[src/lbcb_pkg.sv]
// Package for the logic, bit, call and decimal execution block.
// Assumes a single 100 MHz core clock shared by all users of these types.
`default_nettype none
package lbcb_pkg;
   // Operation classes decoded from the operation word.
   typedef enum logic [3:0] {
      LBCB_OP_AND, LBCB_OP_XOR, LBCB_OP_OR, LBCB_OP_SHIFT, LBCB_OP_BIT,
      LBCB_OP_ABSOLUTE_CALL, LBCB_OP_RELATIVE_CALL_S, LBCB_OP_RELATIVE_CALL_L, LBCB_OP_DEC,
      LBCB_OP_NONE
   } lbcb_op_t;

   // Flag bit positions in the low byte of the status register.
   localparam int LBCB_FLAG_C = 0;
   localparam int LBCB_FLAG_V = 1;
   localparam int LBCB_FLAG_Z = 2;
   localparam int LBCB_FLAG_N = 3;

   // Cycle counts.
   localparam logic [4:0] LBCB_CYC_RR = 5'h03;
   localparam logic [4:0] LBCB_CYC_IND = 5'h06;
   localparam logic [4:0] LBCB_CYC_ABS = 5'h09;
   localparam logic [4:0] LBCB_CYC_MEMB = 5'h0c;
   localparam logic [4:0] LBCB_CYC_ABSOLUTE_CALL_T = 5'h0c;
   localparam logic [4:0] LBCB_CYC_CALL_F = 5'h06;
   localparam logic [4:0] LBCB_CYC_RELATIVE_CALL_S = 5'h0a;
   localparam logic [4:0] LBCB_CYC_RELATIVE_CALL_L = 5'h09;
   localparam logic [4:0] LBCB_CYC_BIT_TEST_SAVE = 5'h03;

   // Program-counter and stack steps in bytes.
   localparam logic [15:0] LBCB_PC_STEP1 = 16'h0002;
   localparam logic [15:0] LBCB_PC_STEP2 = 16'h0004;

   // Memory write request carried to data memory.
   typedef struct packed {
      logic        valid;
      logic [15:0] addr;
      logic [15:0] data;
      logic        word;
   } lbcb_wr_t;
endpackage : lbcb_pkg
`default_nettype wire
[src/lbcb_bcd_digit.sv]
// One packed-BCD digit adder/subtractor with carry or borrow chaining.
// Assumes both operand digits are valid decimal digits.
`default_nettype none
module lbcb_bcd_digit (
   // Operands.
   input wire logic [3:0] a_in,
   input wire logic [3:0] b_in,
   input wire logic sub_in,
   input wire logic cy_in,
   // Results.
   output logic [3:0] d_out,
   output logic cy_out
);
   logic [4:0] raw;

   // Decimal correction by six on overflow or borrow.
   always_comb begin
      if (sub_in) begin
         raw = {1'b0, a_in} - {1'b0, b_in} - {4'h0, cy_in};
         cy_out = raw[4];
         d_out = raw[4] ? (raw[3:0] - 4'h6) : raw[3:0];
      end else begin
         raw = {1'b0, a_in} + {1'b0, b_in} + {4'h0, cy_in};
         cy_out = (raw > 5'h09);
         d_out = cy_out ? (raw[3:0] + 4'h6) : raw[3:0];
      end
   end
endmodule : lbcb_bcd_digit
`default_nettype wire

[src/lbcb_exec.sv]
// Decode and execute for logical, shift, bit, call and decimal operations.
// Assumes operands arrive ready with the instruction; extension word given.
`default_nettype none
// Summary of operation
// RULE1: AND source into destination, N Z from result, V C cleared, 3 cycles.
// RULE2: Exclusive-or into destination; indirect source to register 6 cycles.
// RULE3: OR into destination; absolute source form is two words, 9 cycles.
// RULE4: Right shifts and right rotates always clear overflow.
// RULE5: Bit ops on status low byte change only the selected bit.
// RULE6: Bit test takes 3 fewer cycles than other bit ops, marked forms.
// RULE7: Taken conditional absolute call pushes address plus 4, 12 cycles.
// RULE8: Absolute call return address is based on its own first word.
// RULE9: Short relative call displacement is signed magnitude.
// RULE10: Long relative call jumps to address plus 4 plus displacement.
// RULE11: Short relative call pushes address plus 2, jumps, 10 cycles.
// RULE12: Decimal add with carry updates Z and C; N and V undefined.
// RULE13: Decimal subtract with borrow writes decimal result back.
// RULE14: Size bit one selects word, zero selects byte.
// RULE15: Affected flags follow result; unaffected flags keep value.
// RULE16: Untaken conditional call leaves stack untouched, goes sequential.
// RULE17: Extension word fetched first; PC advances past every word.
module lbcb_exec
   import lbcb_pkg::*;
#(
   parameter int DW = 16
) (
   // Clock and reset.
   input wire logic clock_in,
   input wire logic rst_b_in,
   // Instruction and operands.
   input wire logic start_in,
   input wire logic [15:0] op_word_in,
   input wire logic [15:0] ext_word_in,
   input wire logic [15:0] pc_in,
   input wire logic [15:0] sp_in,
   input wire logic [15:0] src_in,
   input wire logic [15:0] dst_in,
   input wire logic [15:0] dst_addr_in,
   input wire logic dst_is_sr_in,
   input wire logic mem_src_in,
   input wire logic [15:0] sr_in,
   // Results.
   output logic busy_out,
   output logic done_out,
   output logic [15:0] result_out,
   output logic [15:0] sr_out,
   output logic [15:0] pc_out,
   output logic [15:0] sp_out,
   output lbcb_wr_t push_out,
   output logic [4:0] cycles_out
);
   typedef enum logic [1:0] {LBCB_IDLE, LBCB_RUN, LBCB_DONE} lbcb_state_t;

   lbcb_state_t state;
   logic [4:0] count;
   lbcb_op_t op;
   logic word_sz;
   logic [2:0] cls3;
   logic [1:0] cls2;
   logic [3:0] condition_select;
   logic condition_select_true;
   logic n, z, v, c;
   logic [15:0] next_res;
   logic next_n, next_z, next_v, next_c;
   logic [15:0] next_pc;
   logic [15:0] next_sp;
   logic next_push;
   logic [15:0] next_push_data;
   logic [4:0] next_cyc;
   logic [15:0] bcd_res;
   logic [4:0] bcd_cy;
   logic [15:0] sm_disp;
   logic [3:0] bsel;
   logic two_words;

   assign n = sr_in[LBCB_FLAG_N];
   assign z = sr_in[LBCB_FLAG_Z];
   assign v = sr_in[LBCB_FLAG_V];
   assign c = sr_in[LBCB_FLAG_C];
   assign word_sz = op_word_in[7]; // [RULE14]
   assign cls2 = op_word_in[6:5];
   assign cls3 = op_word_in[6:4];
   assign condition_select = op_word_in[11:8];
   assign bsel = op_word_in[3:0];
   assign two_words = (op_word_in[3:0] == 4'hf) || (op_word_in[3:0] == 4'h7);

   // Coarse decode of the operation class from the top nibble.
   always_comb begin
      case (op_word_in[15:12])
         4'h6, 4'h7: op = (cls2 == 2'h0) ? LBCB_OP_OR :
                          (cls2 == 2'h1) ? LBCB_OP_XOR :
                          (cls2 == 2'h2) ? LBCB_OP_AND : LBCB_OP_NONE;
         4'hb: op = LBCB_OP_SHIFT;
         4'h4: op = LBCB_OP_BIT;
         4'ha: op = LBCB_OP_DEC;
         4'hf: op = LBCB_OP_RELATIVE_CALL_S;
         4'h5: op = (op_word_in[7:0] == 8'h9f) ? LBCB_OP_RELATIVE_CALL_L :
                    (op_word_in[7:0] == 8'hbf) ? LBCB_OP_ABSOLUTE_CALL :
                    LBCB_OP_BIT;
         default: op = LBCB_OP_NONE;
      endcase
   end

   // Condition evaluation; bit 3 inverts the sense of the low three bits.
   always_comb begin
      logic t;
      t = 1'b0;
      case (condition_select[2:0])
         3'h0: t = z;
         3'h1: t = n;
         3'h2: t = c;
         3'h3: t = v;
         3'h4: t = n ^ v;
         3'h5: t = z | (n ^ v);
         3'h6: t = c | z;
         default: t = 1'b0;
      endcase
      condition_select_true = t ^ condition_select[3];
   end

   // Packed decimal digit chain; low byte only in byte mode.
   assign bcd_cy[0] = c & ~cls2[1]; // [RULE12] [RULE13]
   genvar g;
   generate
      for (g = 0; g < 4; g++) begin : g_bcd
         lbcb_bcd_digit u_dig (
            .a_in(dst_in[4*g+3:4*g]),
            .b_in(src_in[4*g+3:4*g]),
            .sub_in(cls2[0]),
            .cy_in(bcd_cy[g]),
            .d_out(bcd_res[4*g+3:4*g]),
            .cy_out(bcd_cy[g+1])
         );
      end
   endgenerate

   // Signed-magnitude displacement of the short call, sign in bit 11.
   // The top nibble is the opcode, so the magnitude is doubled to bytes.
   always_comb begin
      logic [15:0] mag;
      mag = {5'h00, op_word_in[10:0]} << 1;
      sm_disp = op_word_in[11] ? (16'h0000 - mag) : mag; // [RULE9]
   end

   // Execute: result, flags, program counter, stack and cycle count.
   always_comb begin
      logic [15:0] sh;
      logic b;
      logic [15:0] msk;
      next_res = dst_in;
      next_n = n;
      next_z = z;
      next_v = v;
      next_c = c; // [RULE15]
      next_pc = pc_in + LBCB_PC_STEP1;
      next_sp = sp_in;
      next_push = 1'b0;
      next_push_data = 16'h0000;
      next_cyc = LBCB_CYC_RR;
      sh = 16'h0000;
      b = 1'b0;
      msk = 16'h0001 << bsel;
      if (two_words) begin
         next_pc = pc_in + LBCB_PC_STEP2; // [RULE17]
      end
      case (op)
         LBCB_OP_AND, LBCB_OP_XOR, LBCB_OP_OR: begin
            if (op == LBCB_OP_AND) next_res = src_in & dst_in; // [RULE1]
            else if (op == LBCB_OP_XOR) next_res = src_in ^ dst_in; // [RULE2]
            else next_res = src_in | dst_in; // [RULE3]
            next_v = 1'b0; // [RULE1]
            next_c = 1'b0;
            if (op_word_in[4] == 1'b0) next_cyc = LBCB_CYC_RR;
            else if (op_word_in[3:0] == 4'hf) next_cyc = LBCB_CYC_ABS; // [RULE3]
            else if (op_word_in[3]) next_cyc = LBCB_CYC_ABS;
            else next_cyc = LBCB_CYC_IND; // [RULE2]
            if (op_word_in[15:12] == 4'h7) next_cyc = LBCB_CYC_MEMB;
            if (op_word_in[15:12] == 4'h6 && op_word_in[4] &&
                op_word_in[3]) begin
               next_pc = pc_in + LBCB_PC_STEP2; // [RULE17]
            end
         end
         LBCB_OP_SHIFT: begin
            case (cls3)
               3'h0: sh = {dst_in[0], dst_in[15:1]};
               3'h2: sh = {c, dst_in[15:1]};
               3'h4: sh = {dst_in[15], dst_in[15:1]};
               3'h6: sh = {1'b0, dst_in[15:1]};
               3'h1, 3'h3, 3'h5: sh = {dst_in[14:0], (cls3 == 3'h3) ? c :
                                    (cls3 == 3'h1) ? dst_in[15] : 1'b0};
               default: sh = dst_in;
            endcase
            if (!word_sz && !cls3[0]) begin
               sh[7] = (cls3 == 3'h6) ? 1'b0 : (cls3 == 3'h4) ? dst_in[7] :
                       (cls3 == 3'h2) ? c : dst_in[0];
            end
            next_res = sh;
            next_c = cls3[0] ? (word_sz ? dst_in[15] : dst_in[7]) : dst_in[0];
            if (!cls3[0]) next_v = 1'b0; // [RULE4]
            next_cyc = mem_src_in ? LBCB_CYC_IND + LBCB_CYC_RR : LBCB_CYC_RR;
         end
         LBCB_OP_BIT: begin
            b = |(dst_in & msk);
            next_c = b;
            next_z = ~b;
            case (cls3)
               3'h0: next_res = dst_in | msk;
               3'h1: next_res = dst_in ^ msk;
               3'h2: next_res = dst_in & ~msk;
               3'h7: next_res = c ? (dst_in | msk) : (dst_in & ~msk);
               default: next_res = dst_in;
            endcase
            next_v = 1'b0;
            next_cyc = mem_src_in ? LBCB_CYC_MEMB : LBCB_CYC_RR;
            if (mem_src_in && cls3 == 3'h3) begin
               next_cyc = LBCB_CYC_MEMB - LBCB_CYC_BIT_TEST_SAVE; // [RULE6]
            end
            if (dst_is_sr_in) begin
               next_res = (sr_in & ~msk) | (next_res & msk); // [RULE5]
               next_n = n;
               next_z = z;
               next_v = v;
               next_c = c;
            end
         end
         LBCB_OP_ABSOLUTE_CALL: begin
            if (condition_select == 4'hf || condition_select_true) begin
               next_sp = sp_in - LBCB_PC_STEP1; // [RULE7]
               next_push = 1'b1;
               next_push_data = pc_in + LBCB_PC_STEP2; // [RULE8]
               next_pc = ext_word_in;
               next_cyc = (condition_select == 4'hf) ? LBCB_CYC_ABS : LBCB_CYC_ABSOLUTE_CALL_T;
            end else begin
               next_cyc = LBCB_CYC_CALL_F; // [RULE16]
            end
         end
         LBCB_OP_RELATIVE_CALL_L: begin
            if (condition_select == 4'hf || condition_select_true) begin
               next_sp = sp_in - LBCB_PC_STEP1;
               next_push = 1'b1;
               next_push_data = pc_in + LBCB_PC_STEP2;
               next_pc = pc_in + LBCB_PC_STEP2 + ext_word_in; // [RULE10]
               next_cyc = (condition_select == 4'hf) ? LBCB_CYC_RELATIVE_CALL_L : LBCB_CYC_ABSOLUTE_CALL_T;
            end else begin
               next_cyc = LBCB_CYC_CALL_F; // [RULE16]
            end
         end
         LBCB_OP_RELATIVE_CALL_S: begin
            next_sp = sp_in - LBCB_PC_STEP1;
            next_push = 1'b1;
            next_push_data = pc_in + LBCB_PC_STEP1; // [RULE11]
            next_pc = pc_in + LBCB_PC_STEP2 + sm_disp;
            next_cyc = LBCB_CYC_RELATIVE_CALL_S;
         end
         LBCB_OP_DEC: begin
            next_res = bcd_res; // [RULE13]
            next_c = word_sz ? bcd_cy[4] : bcd_cy[2]; // [RULE12]
            next_n = 1'b0;
            next_v = 1'b0;
            next_cyc = op_word_in[4] ? (op_word_in[3] ? LBCB_CYC_ABS :
                       LBCB_CYC_IND) : LBCB_CYC_RR;
            if (op_word_in[4] && op_word_in[3]) begin
               next_pc = pc_in + LBCB_PC_STEP2; // [RULE17]
            end
         end
         default: next_pc = pc_in + LBCB_PC_STEP1;
      endcase
      if (!word_sz && op != LBCB_OP_ABSOLUTE_CALL && op != LBCB_OP_RELATIVE_CALL_S &&
          op != LBCB_OP_RELATIVE_CALL_L && !(op == LBCB_OP_BIT && dst_is_sr_in)) begin
         next_res = {dst_in[15:8], next_res[7:0]}; // [RULE14]
      end
      if (op == LBCB_OP_AND || op == LBCB_OP_XOR || op == LBCB_OP_OR ||
          op == LBCB_OP_SHIFT || op == LBCB_OP_DEC) begin
         next_z = word_sz ? (next_res == 16'h0000) : (next_res[7:0] == 8'h00);
         if (op != LBCB_OP_DEC) begin
            next_n = word_sz ? next_res[15] : next_res[7];
         end
      end
   end

   // Sequencer: load the count at start, then count down the cycle budget.
   always_ff @(posedge clock_in or negedge rst_b_in) begin
      if (!rst_b_in) begin
         state <= LBCB_IDLE;
         count <= 5'h00;
      end else begin
         case (state)
            LBCB_IDLE: if (start_in) begin
               state <= (next_cyc > 5'h01) ? LBCB_RUN : LBCB_DONE;
               count <= next_cyc - 5'h02;
            end
            LBCB_RUN: if (count == 5'h00) begin
               state <= LBCB_DONE;
            end else begin
               count <= count - 5'h01;
            end
            LBCB_DONE: state <= LBCB_IDLE;
            default: state <= LBCB_IDLE;
         endcase
      end
   end

   // Registered outputs; results visible from start until next start.
   always_ff @(posedge clock_in or negedge rst_b_in) begin
      if (!rst_b_in) begin
         result_out <= 16'h0000;
         sr_out <= 16'h0000;
         pc_out <= 16'h0000;
         sp_out <= 16'h0000;
         push_out <= '0;
         cycles_out <= 5'h00;
      end else if (state == LBCB_IDLE && start_in) begin
         result_out <= next_res;
         sr_out <= (op == LBCB_OP_BIT && dst_is_sr_in) ? next_res :
                   {sr_in[15:4], next_n, next_z, next_v, next_c};
         pc_out <= next_pc;
         sp_out <= next_sp;
         push_out <= '{valid: next_push, addr: next_sp,
                       data: next_push_data, word: 1'b1};
         cycles_out <= next_cyc;
      end else begin
         push_out.valid <= 1'b0;
      end
   end

   // Status handshake outputs.
   always_ff @(posedge clock_in or negedge rst_b_in) begin
      if (!rst_b_in) begin
         busy_out <= 1'b0;
         done_out <= 1'b0;
      end else begin
         busy_out <= (state == LBCB_IDLE) ? start_in : (state == LBCB_RUN);
         done_out <= (state == LBCB_RUN && count == 5'h00) ||
                     (state == LBCB_IDLE && start_in && next_cyc <= 5'h01);
      end
   end

   // AND results clear carry and overflow.
   a_logic_clears_vc: assert property (@(posedge clock_in) // [RULE1]
      disable iff (!rst_b_in) (state == LBCB_IDLE && start_in &&
      op == LBCB_OP_AND) |=> (sr_out[1:0] == 2'b00))
      else $error("logic op left V or C set");
   a_right_shift_v: assert property (@(posedge clock_in) // [RULE4]
      disable iff (!rst_b_in) (state == LBCB_IDLE && start_in &&
      op == LBCB_OP_SHIFT && !cls3[0]) |=> !sr_out[LBCB_FLAG_V])
      else $error("right shift kept overflow");
   a_relative_call_s_push: assert property (@(posedge clock_in) // [RULE11]
      disable iff (!rst_b_in) (state == LBCB_IDLE && start_in &&
      op == LBCB_OP_RELATIVE_CALL_S) |=> push_out.valid &&
      push_out.data == $past(pc_in) + 16'h0002)
      else $error("short call pushed wrong return");
   a_absolute_call_ret: assert property (@(posedge clock_in) // [RULE8]
      disable iff (!rst_b_in) (state == LBCB_IDLE && start_in &&
      op == LBCB_OP_ABSOLUTE_CALL && condition_select_true) |=>
      push_out.data == $past(pc_in) + 16'h0004)
      else $error("absolute call return wrong");
   a_call_false: assert property (@(posedge clock_in) // [RULE16]
      disable iff (!rst_b_in) (state == LBCB_IDLE && start_in &&
      op == LBCB_OP_ABSOLUTE_CALL && condition_select != 4'hf && !condition_select_true) |=>
      !push_out.valid && sp_out == $past(sp_in) && cycles_out == 5'h06)
      else $error("untaken call touched stack");
   a_absolute_call_taken_cyc: assert property (@(posedge clock_in) // [RULE7]
      disable iff (!rst_b_in) (state == LBCB_IDLE && start_in &&
      op == LBCB_OP_ABSOLUTE_CALL && condition_select != 4'hf && condition_select_true) |=>
      cycles_out == 5'h0c && sp_out == $past(sp_in) - 16'h0002)
      else $error("taken call cycles or stack wrong");
   a_relative_call_l_target: assert property (@(posedge clock_in) // [RULE10]
      disable iff (!rst_b_in) (state == LBCB_IDLE && start_in &&
      op == LBCB_OP_RELATIVE_CALL_L && condition_select == 4'hf) |=>
      pc_out == $past(pc_in) + 16'h0004 + $past(ext_word_in) &&
      cycles_out == 5'h09)
      else $error("long relative call target wrong");
   // Done is launched at the second edge after start, seen one edge later.
   a_done_timing: assert property (@(posedge clock_in) // [RULE1]
      disable iff (!rst_b_in) (state == LBCB_IDLE && start_in &&
      next_cyc == 5'h03) |=> busy_out ##2 done_out)
      else $error("three cycle op not done in time");
   a_sr_bit_only: assert property (@(posedge clock_in) // [RULE5]
      disable iff (!rst_b_in) (state == LBCB_IDLE && start_in &&
      op == LBCB_OP_BIT && dst_is_sr_in) |=>
      ((sr_out ^ $past(sr_in)) & ~(16'h0001 << $past(bsel))) == 16'h0000)
      else $error("bit op on status changed other bits");
endmodule : lbcb_exec
`default_nettype wire

[config.mk]
export PLATFORM = sky130hd
export DESIGN_NAME = lbcb_exec
export DESIGN_NICKNAME = d
export VERILOG_FILES = /design/src/lbcb_pkg.sv /design/src/lbcb_bcd_digit.sv /design/src/lbcb_exec.sv
export SDC_FILE = /design/constraint.sdc
export NUM_CORES = 1
export LEC_CHECK = 0
export ABC_AREA = 0
export BUFFER_PORTS_ARGS = -buffer_cell sky130_fd_sc_hd__buf_2
export CORE_UTILIZATION = 45
export CTS_CLUSTER_DIAMETER = 120
export DETAILED_ROUTE_END_ITERATION = 8
export PLACE_DENSITY = 0.66
export REMOVE_ABC_BUFFERS = 1
export SLEW_MARGIN = 15
export SYNTH_ARGS = -nofsm -noshare
export SYNTH_HDL_FRONTEND = slang
export SYNTH_HIERARCHICAL = 1
export SYNTH_SLANG_ARGS = --single-unit
[constraint.sdc]
create_clock -name clock_in -period 1.9 [get_ports clock_in]
set_input_delay 0.19 -clock clock_in [delete_from_list [all_inputs] [get_ports clock_in]]
set_output_delay 0.19 -clock clock_in [all_outputs]
set_load 0.02 [all_outputs]
Word-level counts from Yosys, hierarchy flattened:

Cells that the tools add are included.

* flip-flop bits (word level): 96
* input bits: 133
* output and inout bits: 105
* word-level logic and storage cells: 241

* add/subtract/negate cells: 32
* order comparisons: 6
* equal/unequal tests: 43
* shifts and indexed selects: 1
* mux-type cells: 88
* bitwise logic cells: 18
* reductions and logical operators: 41

Operators by type and width (number)
* 16-bit two-way mux: 15
* 16-bit case mux with 4 select lines: 2
* 16-bit case mux with 6 select lines: 1
* 4-bit two-way mux: 22
* 16-bit AND: 5
* 16-bit case mux with 5 select lines: 1
* 16-bit case mux with 2 select lines: 2
* 16-bit bitwise OR: 3
* 4-bit by 3-bit equality test with 1-bit output (second input constant): 9
* 16-bit adder: 2
* 16-bit bitwise XOR: 2
* 5-bit case mux with 6 select lines: 1
* 1-bit two-way mux: 28
* 4-bit equality test (second input constant): 6
* 4-bit case mux with 6 select lines: 1
* 3-bit equality test (second input constant): 7
* 4-bit by 4-bit adder with 5-bit output: 4
* 5-bit by 1-bit adder with 5-bit output: 4
* 5-bit by 4-bit > comparator with 1-bit output (second input constant): 4
* 5-bit two-way mux: 4
* 4-bit by 4-bit subtractor with 5-bit output: 4
* 5-bit by 1-bit subtractor with 5-bit output: 4
* 16-bit by 2-bit adder with 16-bit output (second input constant): 1
* 16-bit by 3-bit adder with 16-bit output (second input constant): 1
* 48 further kinds: 96

Longest topological paths before layout:

Gate-level depths: netlist of the first run.

* word-level depth: 21
* gate-level depth with buffers: 40
* depth with buffers taken out: 39

Hierarchy:

Netlist of the first run, hierarchy kept.

Modules (own cells, without submodules)
* lbcb_exec: instances 1, cells an instance 1511, area an instance 11512.3 µm², seq. area each 2377.3 µm²
* lbcb_bcd_digit: instances 4, cells an instance 72, area an instance 579.3 µm², seq. area each 0.0 µm²

Least setup slack after synthesis of the first run:

OpenSTA, ideal clock, no wires.

* kind: input-to-reg
* start: in sr_in[0]
* end: reg sr_out[2]
* setup time: 92 ps
* data arrival time: 8792 ps
* data required time: 1808 ps
* slack: -6984 ps
* cell stages on the path: 35
* buffers on the path: 1
* path through: clkbuf_1 nor2b_1 inv_1 fa_1 fa_1 or2b_1 a21oi_1 xnor2_1 nand2_1 o31a_2 fa_1 fa_1 and2b_2 o21ai_0 nand2_1 o31a_2 fa_1 fa_1 and2b_2 o21ai_0 nand2_1 o31a_2 fa_1 fa_1 xor2_1 ha_1 a221oi_2 mux2i_1 nor3_2 a22o_1 a311oi_1 nand3_1 a211oi_1 a31oi_1 o31ai_2

* cells in the longest elaborated chain, start to end: 20
* elaborated cells on any way between the ends: 56
* classes of those cells: 16 x add/sub; 4 x order compare; 30 x mux; 4 x bitwise; 2 x reduce/logical

RTL lines
* from (decl): line lbcb_exec.sv:41 `input wire logic [15:0] sr_in,`
* 1-bit AND *: line lbcb_exec.sv:122 `assign bcd_cy[0] = c & ~cls2[1];`
* via bcd_cy[0]: line lbcb_exec.sv:71 `logic [4:0] bcd_cy;`
* 5-bit by 1-bit adder with 5-bit output: line lbcb_bcd_digit.sv:23 `raw = {1'b0, a_in} + {1'b0, b_in} + {4'h0, cy_in};`
* 5-bit by 4-bit > comparator with 1-bit output: line lbcb_bcd_digit.sv:24 `cy_out = (raw > 5'h09);`
* 1-bit two-way mux *: line lbcb_bcd_digit.sv:18 `if (sub_in) begin`
* via bcd_cy[1]: line lbcb_exec.sv:71
* 5-bit by 1-bit adder with 5-bit output: line lbcb_bcd_digit.sv:23
* 5-bit by 4-bit > comparator with 1-bit output: line lbcb_bcd_digit.sv:24
* (+1 left out)
* via bcd_cy[2]: line lbcb_exec.sv:71
* (+3 left out)
* via bcd_cy[3]: line lbcb_exec.sv:71
* (+3 left out)
* 4-bit two-way mux *: line lbcb_bcd_digit.sv:18
* via bcd_res[13]: line lbcb_exec.sv:70 `logic [15:0] bcd_res;`
* 16-bit case mux with 4 select lines *: line lbcb_exec.sv:166 `case (op)`
* 16-bit two-way mux *: line lbcb_exec.sv:268 `if (!word_sz && op != LBCB_OP_ABSOLUTE_CALL && op != LBCB_OP_RELATIVE_CALL_S &&`
* 16-bit logical NOT *: line lbcb_exec.sv:274 `next_z = word_sz ? (next_res == 16'h0000) : (next_res[7:0] == 8'h00);`
* 1-bit two-way mux *: line lbcb_exec.sv:274
* 1-bit two-way mux *: line lbcb_exec.sv:272 `if (op == LBCB_OP_AND || op == LBCB_OP_XOR || op == LBCB_OP_OR ||`
* 16-bit two-way mux *: line lbcb_exec.sv:314 `sr_out <= (op == LBCB_OP_BIT && dst_is_sr_in) ? next_res :`
* to (signal assigned): line lbcb_exec.sv:314
* to (decl): line lbcb_exec.sv:46 `output logic [15:0] sr_out,`

The timed path passes the listed nets; every way through them passes the cells marked *. The select of a mux whose other input is x is not followed.
A chain may end at the register's enable or synchronous reset.

Worst setup path in the final report of the first run:

* start: in sr_in[0]
* end: reg sr_out[13]

* cells in the longest elaborated chain, start to end: 17
* elaborated cells on any way between the ends: 30
* classes of those cells: 10 x add/sub; 4 x order compare; 13 x mux; 3 x bitwise

RTL lines
* 1-bit AND *: line lbcb_exec.sv:122
* via bcd_cy[0]: line lbcb_exec.sv:71
* 5-bit by 1-bit adder with 5-bit output: line lbcb_bcd_digit.sv:23
* 5-bit by 4-bit > comparator with 1-bit output: line lbcb_bcd_digit.sv:24
* 1-bit two-way mux *: line lbcb_bcd_digit.sv:18
* via bcd_cy[1]: line lbcb_exec.sv:71
* 5-bit by 1-bit adder with 5-bit output: line lbcb_bcd_digit.sv:23
* 5-bit by 4-bit > comparator with 1-bit output: line lbcb_bcd_digit.sv:24
* (+1 left out)
* via bcd_cy[2]: line lbcb_exec.sv:71
* (+3 left out)
* via bcd_cy[3]: line lbcb_exec.sv:71
* 5-bit by 1-bit adder with 5-bit output or 5-bit by 1-bit subtractor with 5-bit output (tied branches): line lbcb_bcd_digit.sv:23, lbcb_bcd_digit.sv:19
* 4-bit by 3-bit adder with 4-bit output (tied with other cells): line lbcb_bcd_digit.sv:25 `d_out = cy_out ? (raw[3:0] + 4'h6) : raw[3:0];`
* 4-bit two-way mux (on tied branches): line lbcb_bcd_digit.sv:25, lbcb_bcd_digit.sv:21
* 4-bit two-way mux *: line lbcb_bcd_digit.sv:18
* via bcd_res[13]: line lbcb_exec.sv:70
* 16-bit case mux with 4 select lines *: line lbcb_exec.sv:166
* 16-bit two-way mux *: line lbcb_exec.sv:268
* 16-bit two-way mux *: line lbcb_exec.sv:314

Marked as above.

==> metrics.txt, run 1 <==
total power 16,600 uW; final std cells w/o fill 2,947; post-DP HPWL 46.8 mm; Max-Cap Viols 0; vias per cell 6.05; min-delay src sp_in[0]; Die Y-Extent 177 um; placed cells 2,819; via count of the first global-routing pass 16,700; dpl ws -7.44 ns; die area 31,400 sq um; reg2reg start state[1]; maximum clock path buffer count 2; Inserted Clock Buffers 9; I/O pin cnt 238; die width 177 um; ys async rst share 100%; share of layout cells above drive strength 1 49.6%; Avg Inst Size Synth 7.69 sq um; port buffer count 220; tightest hold margin 0.0306 ns; Worst Path Arrival 8.58 ns; endpoints failing setup 83; fmax 0.120 GHz; FF+latch area 2380 sq um; mapped cell area 13,800 sq um; H-Tree Depth 3; fill cell count 2,122; flops & latches, synth 95; Vias 17,800; Worst Setup Path Type in2reg; Multi-input gate area 12,700 sq um; setup TNS -144.10 ns; 1st-pass router iterations 8; failing checks negative setup slack; largest net degree at the start of global routing 45; row count 63; Synth Warn # 6; Fin. Hold Viols 0; Post-synth EDFFs 0; register area share after synthesis 17.2%; unrepaired setup endpoints after global routing yes; Crit-path slowest cell fa_2; Final nets 2,865; wire length per cell 22.4 um; CP most frequent cell fa_2; fin crit period 8.34 ns; slowest stage delay, CP 0.45 ns; Most used DFF post-synth dfrtp_1; clk_skew 0.00908 ns; initial antenna violation count 5; Min-Delay Path Class in2reg; Final Cycle Share 439%; worst path required time 2.14 ns; GP Congestion 1.01; Synth Instances 1,799; worst slew pin tran 0.776 ns; Slew Limit Fails 0; Max IR drop VDD 0.702 mV; Clk Latency, worst-skew pair 0.35 ns; Root Driver clkbuf_16; Slew headroom 48.0%; first-pass GRT wire length 94.0 mm; CP max FO 3; PwrDens 723 nW/um^2; drt drc 0; nature of the critical path startpoint primary input; Reg clk slew, reported paths 0.07 ns; Yosys cell types 107; Pleak 0.0109 uW; post-route setup slack -6.44 ns; CP startpoint sr_in[0]; GRT Residual Overflow 0; gr usage total 38.7%; core area 30,000 sq um; status finished with violations; Starting Density 46.2%; ANT nets after route 0; DRT iter0 DRCs 1,707; CTS tree done; WL final 65.9 mm; endpoint class of the critical path flop; Sink Count 95; synthesis-to-layout area growth 66.1%
==> sequential cells by signal, summed over array words and instances, names as in the netlist <==
register    cells
push_out       34
pc_out         16
result_out     16
sr_out         16
count           5
cycles_out      4
state           2
busy_out        1
done_out        1
==> timing repair <==
action,4_1_cts,5_1_grt
gates cloned,4,2
setup endpoints to repair,90,89
hold endpoints to repair,26,0
setup buffers,62,63
pin swaps,121,189
gates resized for setup,357,274
hold buffers,1,0
==> metal layers <==
layer / GRT usage, % / vias to the layer above / wire (um)
met5: 0 / - / 0
met4: 15.4 / 0 / 3110
met3: 9.06 / 227 / 7010
met2: 60.0 / 1052 / 29500
met1: 51.6 / 8568 / 26300
li1: - / 7997 / -
==> where the power goes <==
part	leakage, uW	switching (uW)	total, uW	internal (uW)
clock network	0.000146	844	1910	1070
registers	0.00117	591	3480	2890
logic	0.00956	6320	11200	4900
total	0.0109	7750	16600	8850
==> stage by stage <==
step / util, % / area, sq um
final: 76.7 / 23000
after global routing: 76.7 / 23000
after CTS: 70.9 / 21200
after detailed placement: 63.1 / 18900
after global placement: 63.1 / 18900
after floorplan: - / 13300
==> synth_stat cells (all sizes together), types with 10 or more instances <==
cell type | n | share of area, %
a21o | 12 | 0.66
clkbuf | 66 | 1.8
a311oi | 11 | 0.70
o22ai | 15 | 0.68
and2 | 11 | 0.50
dfrtp | 95 | 17
buf | 48 | 2.3
a31oi | 28 | 1.3
fa | 18 | 2.6
nor2 | 136 | 3.8
nor4 | 14 | 0.79
a211oi | 11 | 0.60
a21oi | 119 | 4.5
nor2b | 19 | 0.86
nand3b | 17 | 0.95
a32oi | 14 | 0.89
o21a | 10 | 0.54
xor2 | 49 | 3.2
a22oi | 16 | 0.87
o221ai | 17 | 1.2
nand3 | 50 | 1.8
or3 | 10 | 0.49
and2b | 10 | 0.62
o21ai | 140 | 5.1
ha | 167 | 15
a22o | 11 | 0.71
nand4 | 12 | 0.59
inv | 117 | 3.2
nor3 | 31 | 1.4
and3 | 13 | 0.59
o211ai | 12 | 0.65
xnor2 | 44 | 2.8
nand2b | 25 | 1.1
o31ai | 23 | 1.3
mux2i | 26 | 1.9
nand2 | 236 | 6.5
a221oi | 32 | 2.4
==> area by class of cell <==
| class | instances | share of cell area [%] |
|---|---|---|
| tap | 390 | 2.12 |
| multi-input combinational | 1473 | 55.3 |
| clock buffer | 10 | 1.04 |
| antenna | 6 | 0.0654 |
| timing repair buffer | 851 | 28.9 |
| clock inverter | 5 | 0.278 |
| sequential | 95 | 10.3 |
| inverter | 117 | 1.94 |
==> final timing paths <==
kind / to / slack (ns) / depth (start not counted)
max in group asynchronous: pc_out[7] / 1.01 / 3
min in group asynchronous: sr_out[9] / 0.31 / 2
hold / removal: push_out[17] / 0.03 / 3
setup / recovery: sr_out[13] / -6.44 / 36
setup reg to reg: pc_out[14] / -0.12 / 8
hold reg to reg: push_out[0] / 0.47 / 1
==> cell families (layout without fill, tap and decap cells) <==
| kind of cell | after synthesis | after routing | share of synthesized area [%] |
|---|---|---|---|
| adders and majority gates | 185 | 185 | 17.7 |
| buffers and inverters | 231 | 983 | 7.27 |
| and+or+nand+nor | 621 | 621 | 22.3 |
| muxes | 34 | 34 | 2.61 |
| other | 1 | 7 | 0.0271 |
| xor gates and xnor gates | 93 | 93 | 6.00 |
| AOI/OAI and AO/OA | 539 | 539 | 26.8 |
| DFF | 95 | 95 | 17.2 |
==> placed cells by master, fill, tap and decap left out, types with 68 or more instances in the layout <==
master	netlist	final
nor2_1	134	118
buf_2	20	204
dfrtp_1	95	95
buf_6	4	71
ha_1	167	137
inv_1	117	105
a21oi_1	115	78
o21ai_0	134	68
nand2_1	233	205
buf_4	22	536
==> worst max-delay path, delay by kind of cell <==
kind / cells / cell delay (ns)
adders and majority gates: 9 / 3.35
muxes: 1 / 0.31
xor gates and xnor gates: 4 / 0.78
AOI/OAI and AO/OA: 11 / 2.34
and+or+nand+nor: 7 / 1.10
buffers and inverters: 4 / 0.46
(Power assumes the default switching activity.)
==> inputs of run 2 (changes only) <==
Settings changed: CORE_MARGIN set to 2, CORE_UTILIZATION 45 to 59, PLACE_DENSITY 0.66 to 0.84, SYNTH_HIERARCHICAL 1 to not set.
==> run 2 against run 1 <==
Net effect: synthesized area decreased by 2.4%; synthesized cell count fell by 1.5%; the flow now stops in 5_1_grt.
==> metrics.txt, run 2 <==
status did not finish; last step reached 5_1_grt; Stop Error [ERROR GRT-0228] Horizontal edge usage exceeds the maximum allowed. (13, 19) usage=65535 limit=3200; die width 155 um (-12%); port buffer count 220 (unchanged); Inserted Clock Buffers 9 (unchanged); Sink Count 95 (unchanged); maximum clock path buffer count 2 (unchanged); placed cells 2,652 (-5.9%); mapped cell area 13,500 sq um (-2.4%); Yosys top cell by area dfrtp_1; ys async rst share 100% (unchanged); most common cell in the synthesized netlist nand2_1; flops & latches, synth 95 (unchanged); I/O pin cnt 238 (unchanged); share of the synthesized area in the top cell type 17.6% (+0.42 points); Post-synth EDFFs 0 (unchanged); Die Y-Extent 155 um (-12%); Synth Instances 1,772 (-1.5%); Yosys cell types 100 (-6.5%); largest net degree at the start of global routing 51; Avg Inst Size Synth 7.62 sq um (-0.92%); GP Congestion 1.10 (+8.2%); dpl ws -6.85 ns (+0.597 ns); synth cell count leaders 201 x nand2_1, 156 x ha_1, 156 x o21ai_0, 139 x nor2_1, 119 x a21oi_1; row count 55 (-13%); Most used DFF post-synth dfrtp_1; largest cells by area after synthesis dfrtp_1 18%, ha_1 14%, o21ai_0 5.8%, nand2_1 5.6%, a21oi_1 4.4%; Root Driver clkbuf_16; Synth Warn # 0 (-6); register area share after synthesis 17.6% (+0.42 points); H-Tree Depth 3 (unchanged); Starting Density 59.8% (+14 points); post-DP HPWL 43.9 mm (-6.1%)
[run 2: kinds of logic after synthesis]
group,count (synthesis),synth area share (%)
and+or+nand+nor,575,20.5
AOI/OAI and AO/OA,561,28.0
DFF,95,17.6
buffers and inverters,231,7.62
muxes,25,1.90
other,1,0.0278
adders and majority gates,174,17.1
xor gates and xnor gates,110,7.14
[run 2: what timing repair did]
action                     CTS
resized for setup          274
setup buffers               46
setup endpoints to repair   90
gates cloned                 2
pin swaps                   97
hold buffers                 1
hold endpoints to repair    29
[run 2: metrics by stage]
| step | hold slack (ns) | instance area (sq um) | setup TNS [ns] |
|---|---|---|---|
| CTS | 0.0496 | 19900 | -136.25 |
| detailed placement | 0.174 | 18200 | -199.48 |
| global placement | 0.168 | 18200 | -184.45 |
| floorplan | -0.106 | 12800 | -172.30 |
==> inputs of run 3 (changes only) <==
Settings changed: CORE_UTILIZATION 59 to 40, CTS_CLUSTER_DIAMETER 120 to not set, PLACE_DENSITY 0.84 to not set, PLACE_DENSITY_LB_ADDON set to 0.15.
==> run 3 against run 2 <==
Net effect: the flow now finishes, with violations (negative setup slack); synthesized area unchanged; synthesized cell count unchanged.
==> metrics.txt, run 3 <==
status finished with violations; failing checks negative setup slack; post-synthesis mux area share 1.90% (unchanged); Die Y-Extent 188 um (+21%); Fin. Hold Viols 0; Reg with most FFs push_out; Critical Path Stages 45; Worst R2R Path Depth 8; share of the synthesized area in the top cell type 17.6% (unchanged); reg2reg start state[1]; Yosys cell types 100 (unchanged); Sink Count 95 (unchanged); die width 188 um (+21%); post-DP HPWL 45.5 mm (+3.6%); largest cells by area after synthesis dfrtp_1 18%, ha_1 14%, o21ai_0 5.8%, nand2_1 5.6%, a21oi_1 4.4%; Largest register FFs 34; unrepaired setup endpoints after global routing yes; post-route cell area 21,200 sq um; share of layout cells above drive strength 1 45.3%; port buffer count 220 (unchanged); Worst Path Arrival 7.97 ns; synth cell count leaders 201 x nand2_1, 156 x ha_1, 156 x o21ai_0, 139 x nor2_1, 119 x a21oi_1; PwrDens 706 nW/um^2; CTS tree done; most common cell in the synthesized netlist nand2_1; final std cells w/o fill 2,919; Root Driver clkbuf_16; post-layout util 63.6%; tightest hold margin 0.0154 ns; CP max FO 3; Max IR drop VDD 0.661 mV; nature of the critical path startpoint primary input; endpoints failing setup 79; ANT nets after route 0; reg-to-reg slack, setup 0.16 ns; Pleak 0.0102 uW; Most used DFF post-synth dfrtp_1; placed cells 2,836 (+6.9%); register area share after synthesis 17.6% (unchanged); Final nets 2,773; H-Tree Depth 3 (unchanged); commonest non-fill, non-tap cell in the layout buf_4; slowest stage delay, CP 0.54 ns; Crit-path slowest cell fa_2; first-pass GRT wire length 90.5 mm; CP startpoint op_word_in[6]; setup TNS -141.15 ns; worst path required time 2.21 ns; clk_skew 0.0143 ns; Inserted Clock Buffers 9 (unchanged); worst slew pin tran 0.721 ns; Worst Setup Path Type in2reg; Synth Instances 1,772 (unchanged); Synth Warn # 0 (unchanged); largest net degree at the start of global routing 51; CP most frequent cell fa_2; fin crit period 7.66 ns; Yosys top cell by area dfrtp_1; Slew headroom 51.4%; GP Congestion 0.949 (-13%); post-route setup slack -5.76 ns; row count 67 (+22%); largest family of logic cells by synthesized area compound AO/OA/AOI/OAI gates; 1st-pass router iterations 5; via count of the first global-routing pass 15,900; Reg-to-Reg End count[4]; Post-synth EDFFs 0 (unchanged); Worst Path Buf+Inv 13; Vias 16,500; GRT Residual Overflow 0; Max-Cap Viols 0; DP Area 18,600 sq um (+1.8%); die area 35,200 sq um; drt drc 0; core area 33,400 sq um; WL final 59.7 mm; top cell family by delay on the critical path adder cells; Post-Synth Adder-Cell Area 17.1% (unchanged); most frequent cells in the layout 534 x buf_4, 213 x buf_2, 189 x nand2_1; Reg clk slew, reported paths 0.08 ns; ys async rst share 100% (unchanged); synthesis-to-layout area growth 57.3%; Final Cycle Share 403%; Simple-Gate Fraction of Synth Area 20.5% (unchanged); end point of the critical path sr_out[2]; mapped cell area 13,500 sq um (unchanged); Clk Latency, worst-skew pair 0.37 ns; Avg Inst Size Synth 7.62 sq um (unchanged); flops & latches, synth 95 (unchanged); DRT iter0 DRCs 1,403; initial antenna violation count 4; maximum clock path buffer count 2 (unchanged); Slew Limit Fails 0; Synth Area in Compound Gates 28.0% (unchanged); fmax 0.131 GHz; endpoint class of the critical path flop; wire length per cell 20.5 um; xor/xnor share of the synthesized area 7.14% (unchanged); Starting Density 40.5% (-19 points); I/O pin cnt 238 (unchanged); gr usage total 32.9%; Min-Delay Path Class in2reg; vias per cell 5.64
[run 3: cell counts after synthesis]
Identical to the previous run, type by type.
[run 3: logic make-up after synthesis]
kind of cell,after synthesis
adder cells (fa/ha/maj),174
AND/OR/NAND/NOR,575
XOR/XNOR,110
other,1
multiplexers,25
flip-flops,95
buffers and inverters,231
AO/OA/AOI/OAI,561
[run 3: routing by layer]
layer	wire length, um	track usage [%]
met1	26200	45.7
met2	26100	50.1
met3	5290	6.40
met4	2150	12.9
met5	37	0
[run 3: how the worst min path moves through the flow]
stage	slack [ns]	from	to	cells past startpoint
3_5_place_dp	0.08	rst_b_in	push_out[27]	1
3_3_place_gp	0.08	rst_b_in	push_out[27]	1
4_1_cts	0.005	sp_in[0]	push_out[17]	3
5_1_grt	0.02	sp_in[0]	push_out[17]	3
2_1_floorplan	-0.11	rst_b_in	busy_out	0
6_report	0.02	sp_in[0]	push_out[17]	3
[run 3: area by class of cell]
cell class	count	area [sq um]
antenna	1	2.50
clock buffer	10	239
fill	2947	12100
multi-input combinational	1446	11600
clock inverter	5	41.3
sequential	95	2380
tap	448	561
inverter	98	373
timing repair buffer	816	6060
[run 3: per-stage QoR]
step                      power (uW)  setup WS (ns)
after floorplan                 7700          -6.16
after global placement         11500          -6.67
after detailed placement       11600          -6.77
after CTS                      14300          -5.63
after global routing           15900          -6.15
final                          15000          -5.76
[run 3: timing repair]
item	in CTS	in global routing
endpoints found under the setup margin	90	86
hold endpoints to repair	39	0
gates cloned	3	0
hold buffers	1	0
buffers inserted	45	29
pin swaps	88	99
gates resized for setup	280	169
[run 3: report_power, final]
part | switching [uW] | total, uW | internal, uW
logic | 5500 | 9770 | 4270
clock network | 913 | 1850 | 935
registers | 568 | 3370 | 2810
total | 6980 | 15000 | 8010
[run 3: worst min-delay path: stages]
cell     delay, ns
buf_2         0.08
nand2_1       0.04
nand2_1       0.04
